[src/hdl/hbdl_pkg.sv]
package hbdl_pkg;

  // host side pins, sampled together
  typedef struct packed {
    logic       wr_n;   // host write strobe
    logic       cs_n;   // host chip select
    logic [3:0] addr;   // host address lines
    logic [7:0] data;   // host data bus
    logic       program_strobe;   // program_strobe
    logic [3:0] nib;    // nibble_bus_bit_3 .. nibble_bus_bit_0
  } hbdl_pins_t;

  // two-byte converter port
  typedef struct packed {
    logic        oe;    // bus buffer enable
    logic        cs_n;
    logic        wr_n;
    logic [11:0] data;
  } hbdl_word_t;

  // nibble-loaded converter port
  typedef struct packed {
    logic       oe;     // selector drives the converter
    logic       wr_n;
    logic [1:0] addr;   // low/middle/high nibble select
    logic [3:0] data;
  } hbdl_nib_t;

  // expander-port converters
  typedef struct packed {
    logic [3:0] sel_n;  // one select per converter
    logic [3:0] data;
  } hbdl_exp_t;

  localparam int         PIN_W        = $bits(hbdl_pins_t);
  localparam hbdl_pins_t PINS_RST     = '{wr_n: 1'b1, cs_n: 1'b1, addr: 4'h0,
                                          data: 8'h00, program_strobe: 1'b1, nib: 4'h0};
  localparam logic [3:0] ADDR_LO_BYTE = 4'h0;  // first byte of the two-byte word
  localparam logic [3:0] ADDR_HI_BYTE = 4'h1;  // second byte, loads the converter
  localparam logic [1:0] NIB_PAGE     = 2'h1;  // addr[3:2] for the nibble converter
  localparam logic [1:0] NIB_LO       = 2'h0;
  localparam logic [1:0] NIB_MID      = 2'h1;
  localparam logic [1:0] NIB_HI       = 2'h2;
  localparam logic [1:0] NIB_IDLE     = 2'h3;  // forced address when unselected
  localparam logic [1:0] OP_WRITE     = 2'h1;  // expander write operation code
  localparam logic [7:0] BYTE_RST     = 8'h00;
  localparam logic [3:0] CAP_RST      = 4'h0;
  localparam logic [3:0] SEL_NONE     = 4'hf;

endpackage : hbdl_pkg

[src/hdl/hbdl_sync.sv]
`timescale 1ns/1ps
// three-stage pin synchroniser; output moves only when stages 2 and 3 agree
module hbdl_sync import hbdl_pkg::*; #(
  parameter int                W    = 1,
  parameter logic [W-1:0]      INIT = '0
) (
  input  wire logic         mclk,
  input  wire logic         nrst,
  input  wire logic [W-1:0] pin,
  output logic      [W-1:0] stable
);
  logic [W-1:0] s1;
  logic [W-1:0] s2;
  logic [W-1:0] s3;

  // s1 feeds only s2, to keep metastability out of the compare
  always_ff @(posedge mclk or negedge nrst) begin
    if (!nrst) begin
      s1 <= INIT;
      s2 <= INIT;
      s3 <= INIT;
    end else begin
      s1 <= pin;
      s2 <= s1;
      s3 <= s2;
    end
  end

  // per bit, so a slow bit does not hold back the others
  genvar i;
  generate
    for (i = 0; i < W; i++) begin : g_bit
      always_ff @(posedge mclk or negedge nrst) begin
        if (!nrst) begin
          stable[i] <= INIT[i];
        end else if (s2[i] == s3[i]) begin
          stable[i] <= s3[i];
        end
      end
    end
  endgenerate

endmodule : hbdl_sync

[src/hdl/hbdl_loader.sv]
`timescale 1ns/1ps
// How it works
// - buffer enabled only on converter address
// - first byte held, second forms word
// - converter takes low twelve bits
// - select and store gated by decode
// - strobe fall captures address and opcode
// - low bits address, high bits opcode
// - only write opcode enables select decoder
// - strobe rise stores nibble to decoded converter
// - two address lines pick nibble part
// - selector passes lower or upper half
// - low byte fills low and middle
// - converter inputs isolated unless addressed
// - address and store forced idle unselected
module hbdl_loader import hbdl_pkg::*; (
  input  wire logic       mclk,
  input  wire logic       nrst,
  input  wire hbdl_pins_t pins,
  output hbdl_word_t      word_port,
  output hbdl_nib_t       nib_port,
  output hbdl_exp_t       exp_port
);

  hbdl_pins_t p;       // settled pins
  hbdl_pins_t q;       // settled pins one cycle ago
  logic [7:0] first_byte;
  logic [3:0] cap;     // captured address and opcode

  // one filter for every pin: costs four cycles, but no glitch reaches a decode
  hbdl_sync #(
    .W    (PIN_W),
    .INIT (PINS_RST)
  ) u_sync (
    .mclk   (mclk),
    .nrst   (nrst),
    .pin    (pins),
    .stable (p)
  );

  // chip-select qualified address compare, used by several decodes
  function automatic logic hit(input hbdl_pins_t s, input logic [3:0] a);
    return !s.cs_n && (s.addr == a);
  endfunction : hit

  function automatic logic nib_hit(input hbdl_pins_t s);
    return !s.cs_n && (s.addr[3:2] == NIB_PAGE) && (s.addr[1:0] != NIB_IDLE);
  endfunction : nib_hit

  logic wr_rise;
  logic program_strobe_fall;
  logic program_strobe_rise;
  logic op_is_write;
  assign wr_rise     = p.wr_n && !q.wr_n;
  assign program_strobe_fall   = !p.program_strobe && q.program_strobe;
  assign program_strobe_rise   = p.program_strobe && !q.program_strobe;
  assign op_is_write = (cap[3:2] == OP_WRITE);

  // previous settled pins for edge detection
  always_ff @(posedge mclk or negedge nrst) begin
    if (!nrst) begin
      q <= PINS_RST;
    end else begin
      q <= p;
    end
  end

  // ---- two-byte variant
  // first byte held until the second write arrives
  always_ff @(posedge mclk or negedge nrst) begin
    if (!nrst) begin
      first_byte <= BYTE_RST;
    end else if (wr_rise && hit(q, ADDR_LO_BYTE)) begin
      first_byte <= q.data;
    end
  end

  // strobes and data follow the decode of the high-byte address, the buffer that of either byte address
  always_ff @(posedge mclk or negedge nrst) begin
    if (!nrst) begin
      word_port <= '{oe: 1'b0, cs_n: 1'b1, wr_n: 1'b1, data: 12'h000};
    end else begin
      word_port.oe   <= hit(p, ADDR_LO_BYTE) || hit(p, ADDR_HI_BYTE);
      word_port.cs_n <= !hit(p, ADDR_HI_BYTE);
      word_port.wr_n <= !(hit(p, ADDR_HI_BYTE) && !p.wr_n);
      // upper nibble of the second byte has no converter input and is dropped
      // converter latches on its own strobe rise, so data tracks the bus meanwhile
      if (hit(p, ADDR_HI_BYTE)) begin
        word_port.data <= {p.data[3:0], first_byte};
      end
    end
  end

  // ---- nibble-select variant
  // selector drives zero and idle address whenever not addressed
  always_ff @(posedge mclk or negedge nrst) begin
    if (!nrst) begin
      nib_port <= '{oe: 1'b0, wr_n: 1'b1, addr: NIB_IDLE, data: 4'h0};
    end else if (nib_hit(p)) begin
      nib_port.oe   <= 1'b1;
      nib_port.addr <= p.addr[1:0];
      nib_port.wr_n <= p.wr_n;
      // middle part comes from the upper half, no software shift needed
      nib_port.data <= (p.addr[1:0] == NIB_MID) ? p.data[7:4]
                                                : p.data[3:0];
    end else begin
      nib_port.oe   <= 1'b0;
      nib_port.addr <= NIB_IDLE;
      nib_port.wr_n <= 1'b1;
      nib_port.data <= 4'h0;
    end
  end

  // ---- expander-port variant
  // address/opcode nibble arrives before the strobe falls, data after
  always_ff @(posedge mclk or negedge nrst) begin
    if (!nrst) begin
      cap <= CAP_RST;
    end else if (program_strobe_fall) begin
      cap <= q.nib;
    end
  end

  // select held low through the data phase; its rise with the strobe stores
  always_ff @(posedge mclk or negedge nrst) begin
    if (!nrst) begin
      exp_port <= '{sel_n: SEL_NONE, data: 4'h0};
    end else if (!p.program_strobe && !program_strobe_fall && op_is_write) begin
      exp_port.sel_n <= ~(4'h1 << cap[1:0]);
      exp_port.data  <= p.nib;
    end else begin
      exp_port.sel_n <= SEL_NONE;
    end
  end
endmodule : hbdl_loader

[config.mk]
export PLATFORM = sky130hd
export DESIGN_NAME = hbdl_loader
export DESIGN_NICKNAME = d
export VERILOG_FILES = /design/src/hdl/hbdl_pkg.sv /design/src/hdl/hbdl_sync.sv /design/src/hdl/hbdl_loader.sv
export SDC_FILE = /design/constraint.sdc
export NUM_CORES = 1
export LEC_CHECK = 0
export ABC_AREA = 1
export BUFFER_PORTS_ARGS = -buffer_cell sky130_fd_sc_hd__buf_4
export CAP_MARGIN = 20
export CORE_ASPECT_RATIO = 1.2
export CORE_MARGIN = 4
export CORE_UTILIZATION = 25
export CTS_BUF_LIST = sky130_fd_sc_hd__clkbuf_16
export CTS_CLUSTER_DIAMETER = 150
export DETAILED_ROUTE_END_ITERATION = 8
export GPL_TIMING_DRIVEN = 1
export SYNTH_ARGS = -nofsm -noshare
export SYNTH_HDL_FRONTEND = slang
export SYNTH_HIERARCHICAL = 1
export SYNTH_SLANG_ARGS = --single-unit
[constraint.sdc]
create_clock -name mclk -period 1.15 [get_ports mclk]
set_input_delay 0.23 -clock mclk [delete_from_list [all_inputs] [get_ports mclk]]
set_output_delay 0.23 -clock mclk [all_outputs]
set_load 0.03 [all_outputs]
* Yosys cells after proc, flatten, opt, wreduce, memory -nomap -nowiden
Index checks and enable logic that the tools add are counted.
Word-level totals: output and inout port bits 31, bits of input ports 21, word-level logic and storage cells 91, register bits 138
Cells by class: reductions and logical operators 22, shift-type cells 1, equal/unequal tests 24, mux-type cells 3, bitwise gates (word level) 1
Operators with widths (number):
- equality test 1 bit | 19
- logical AND 1 bit | 11
- logical NOT 1 bit | 8
- logical NOT 4 bit | 2
- two-way mux 4 bit | 2
- two-way mux 8 bit | 1
- equality test 2 x 1 -> 1 bit (second input constant) | 3
- equality test 4 x 1 -> 1 bit (second input constant) | 1
- NOT 4 bit | 1
- << shifter 1 x 2 -> 4 bit (first input constant) | 1
- inequality test 2 bit (second input constant) | 1
- logical OR 1 bit | 1

* Depth between registers and ports, before layout
depth in word-level cells 6, mapped depth 7

* Hierarchy
The synthesis kept the hierarchy.
Modules (own cells, without submodules):
- hbdl_sync | cells an instance 152, area each 2225.9 µm², instances 1, seq. area each 1916.8 µm²
- hbdl_loader | cells an instance 199, area each 2143.3 µm², instances 1, seq. area each 1566.5 µm²

* Worst setup path before layout
No wires, ideal clock.
path kind register to register, from register u_sync.stable[18], to register first_byte[0], data required time 1.033 ns, setup time 0.117 ns, arrival 1.143 ns, stages on the path, launching flop included 6, buffers on the path 0, slack -0.111 ns, cells stage by stage dfstp_2 nand2_1 nor2_2 nand2_1 nand2_1 nand2_1
Between the ends: cells in the longest elaborated chain, start to end 2
Ends and longest elaborated chain:
- from (decl) | RTL line hbdl_sync.sv:10 | output logic [W-1:0] stable
- from (signal, indexed assignment) | RTL line hbdl_sync.sv:35 | stable[i] <= INIT[i];
- from (signal, indexed assignment) | RTL line hbdl_sync.sv:37 | stable[i] <= s3[i];
- logical AND 1 bit | RTL line hbdl_loader.sv:54 | assign wr_rise = p.wr_n && !q.wr_n;
- logical AND 1 bit | RTL line hbdl_loader.sv:73 | end else if (wr_rise && hit(q, ADDR_LO_BYTE)) begin
- to (signal assigned) | RTL line hbdl_loader.sv:74 | first_byte <= q.data;
- to (decl) | RTL line hbdl_loader.sv:27 | logic [7:0] first_byte;
No other way between the ends. A chain may end at the register's enable or synchronous reset.

* Worst setup path in the final report
from register exp_port[5] in the netlist's numbering, to output port exp_port[5] in the netlist's numbering
RTL lines:
- from (decl) | RTL line hbdl_loader.sv:22 | output hbdl_exp_t exp_port
- from (signal assigned) | RTL line hbdl_loader.sv:127 | exp_port <= '{sel_n: SEL_NONE, data: 4'h0};
No word-level cell between the ends.

==> results.ini <==
[status]
status = finished, violations left
violations = setup timing

[worst_setup_path]
worst-path-max-fanout = 1
crit_arrival_ps = 1060
startpoint_type = flip-flop
crit_path_end_kind = primary output
cpPeakStageDelay_ps = 530
crit_path_top_delay_cell = dfstp_2
r2r-start = u_sync/stable[17]
crit_family = flip-flops
ff2ff_setup_slack_ps = 70
crit_required_ps = 920
crit_chain = buf_6
rr_worst_depth = 6
worst-path-buf-inv = 1
worstSetupPathType = flip-flop to primary output
rr_endpoint = word_port[11]

[yosys]
synthTopCellsByArea = dfrtp_1 65%, dfstp_2 14%, nand2_1 8.7%
synth.avg_cell_area_um2 = 12.4
synth-seq-cells = 138
ys_seq_area_share_pct = 79.7
synth_area_um2 = 4370
ys_types = 14
synth_fp_nets = 372
yosys_warnings = 6
synthCells = 351
synth_top_area_share_pct = 65.3
synth_top_area_cell = dfrtp_1

[sta]
finClkSkew_ps = 7.13
slew-limit-headroom_pct = 81.9
layout_setup_ws_ps = -142
period_needed_ps = 1290
rsz0062_at_grt = true
setup_violations = 27
tightest_slew_ps = 272
hold_viol = 0
fin_crit_sh_pct = 112
final-max-slew-violation-count = 0
setup_tns_ps = -1530
max_freq_mhz = 774

[power]
cellLeakagePower_nw = 3.01
powerDensity_nw_per_um2 = 2130
vdd_drop_max_v = 0.00107

[final_layout]
design_area_um2 = 6240
area_growth_pct = 42.8
nets = 491
seqCellArea_um2 = 3490
drive_above_1_share_pct = 31.5
multi_input_area_um2 = 782
final_cell_mix = 112 x dfrtp_1, 96 x nand2_1, 45 x buf_4
stdcell_count = 699
fill_cells = 1653
antenna_cells = 0
layout_commonest_cell = dfrtp_1

[detailed_routing]
first_pass_iters = 4
postRouteWirelength_mm = 7.80
vias = 2693
avgViaCountPerCell = 3.85
post_drt_wl_per_cell_um = 11.2
drt_iter0_drc = 94
antenna_left = 0
drc = 0

[cts]
clock_path_buffers = 2
cts-buffers-inserted = 17
cts_tree = yes
cts_max_level = 4
cts_root_buf = clkbuf_16
clock_sinks = 138
clkLatencyLatePin_ps = 410
path_clk_slew_ps = 60

[grt]
grt_max_degree = 52
grt_pass1_wl_mm = 13.8
overflow = 0
antenna_found_initial = 0
grt_pass1_vias = 2980
grtUsageTotal_pct = 8.70

[floorplan]
die-area_um2 = 19700
start_util_pct = 25.6
design.core.area_um2 = 17000
fp.dieW_um = 129
rows = 52
boundaryPins = 52
die_h_um = 153

[run]
cap_violations = 0

[place]
placed_area_um2 = 5140
dp_hpwl_mm = 4.97
io_buffers = 51
dp_cells = 630
place.gp.congestion = 0.736

[min_path]
min-delay-path-class = primary input to asynchronous set/reset pin

-- sequential cells by signal, indices dropped and copies added, names as in the netlist --
signal         count
q                 19
u_sync/s1         19
u_sync/s2         19
u_sync/s3         19
u_sync/stable     19
word_port         15
exp_port           8
first_byte         8
nib_port           8
cap                4
-- Yosys cell counts, drive strengths merged --
library cell and instances:
dfrtp 114, nand2 101, inv 36, nor2 31, a21oi 25, dfstp 24
nand3 13, o21ai 4, buf 2, or2 1
-- final cells by class --
type | count | share of cell area, %
Timing Repair Buffer | 102 | 15.7
Clock inverter | 15 | 2.53
Multi-Input combinational cell | 175 | 12.5
Clock buffer | 17 | 6.82
Sequential cell | 138 | 55.9
Tap cell | 216 | 4.33
Inverter | 36 | 2.17
-- what timing repair did --
action | 4_1_cts | 5_1_grt
resized for setup | 32 | 16
buffers inserted | 11 | 6
endpoints found under the hold margin | 138 | 0
endpoints found under the setup margin | 51 | 56
pin swaps | 1 | 3
hold buffers | 20 | 0
-- metal layers --
layer | global-route usage (%) | vias to the layer above | share of wire [%]
li1 | - | 1322 | -
met3 | 3.28 | 11 | 5.1
met2 | 14.0 | 65 | 50
met4 | 3.45 | 0 | 1.9
met5 | 0 | - | 0
met1 | 10.6 | 1295 | 43
-- power breakdown --
part | internal, W | switching (W)
combinational | 0.000984 | 0.00110
sequential | 0.00550 | 0.000388
clock | 0.00336 | 0.00192
-- metrics by stage --
step | hold WS (ps) | utilization, % | setup WS (ps) | power, W
2_1_floorplan | -65.6 | - | 3.54 | 0.00679
3_3_place_gp | 83.9 | 30.2 | 2.43 | 0.00753
3_5_place_dp | 90.7 | 30.2 | -37.0 | 0.00758
4_1_cts | 218 | 36.0 | -171 | 0.0133
5_1_grt | 240 | 36.6 | -179 | 0.0139
6_report | 228 | 36.6 | -142 | 0.0133
-- worst max path at each step --
stage	from	end	slack (ps)	cells past startpoint
floorplan	u_sync/stable[18]	first_byte[0]	4	5
global placement	u_sync/stable[4]	exp_port[2]	2	3
detailed placement	u_sync/stable[4]	exp_port[1]	-40	3
CTS	exp_port[5]	exp_port[5]	-170	1
global route	nib_port[6]	nib_port[6]	-180	1
finish	exp_port[5]	exp_port[5]	-140	1
-- cell families (layout without fill, tap and decap cells) --
| family | after synthesis | in the layout | synth area share [%] |
|---|---|---|---|
| buf+inv | 38 | 170 | 3.52 |
| flops | 138 | 138 | 79.7 |
| compound gates | 29 | 29 | 3.32 |
| simple gates | 146 | 146 | 13.4 |
Power figures use the tool's default switching activity.
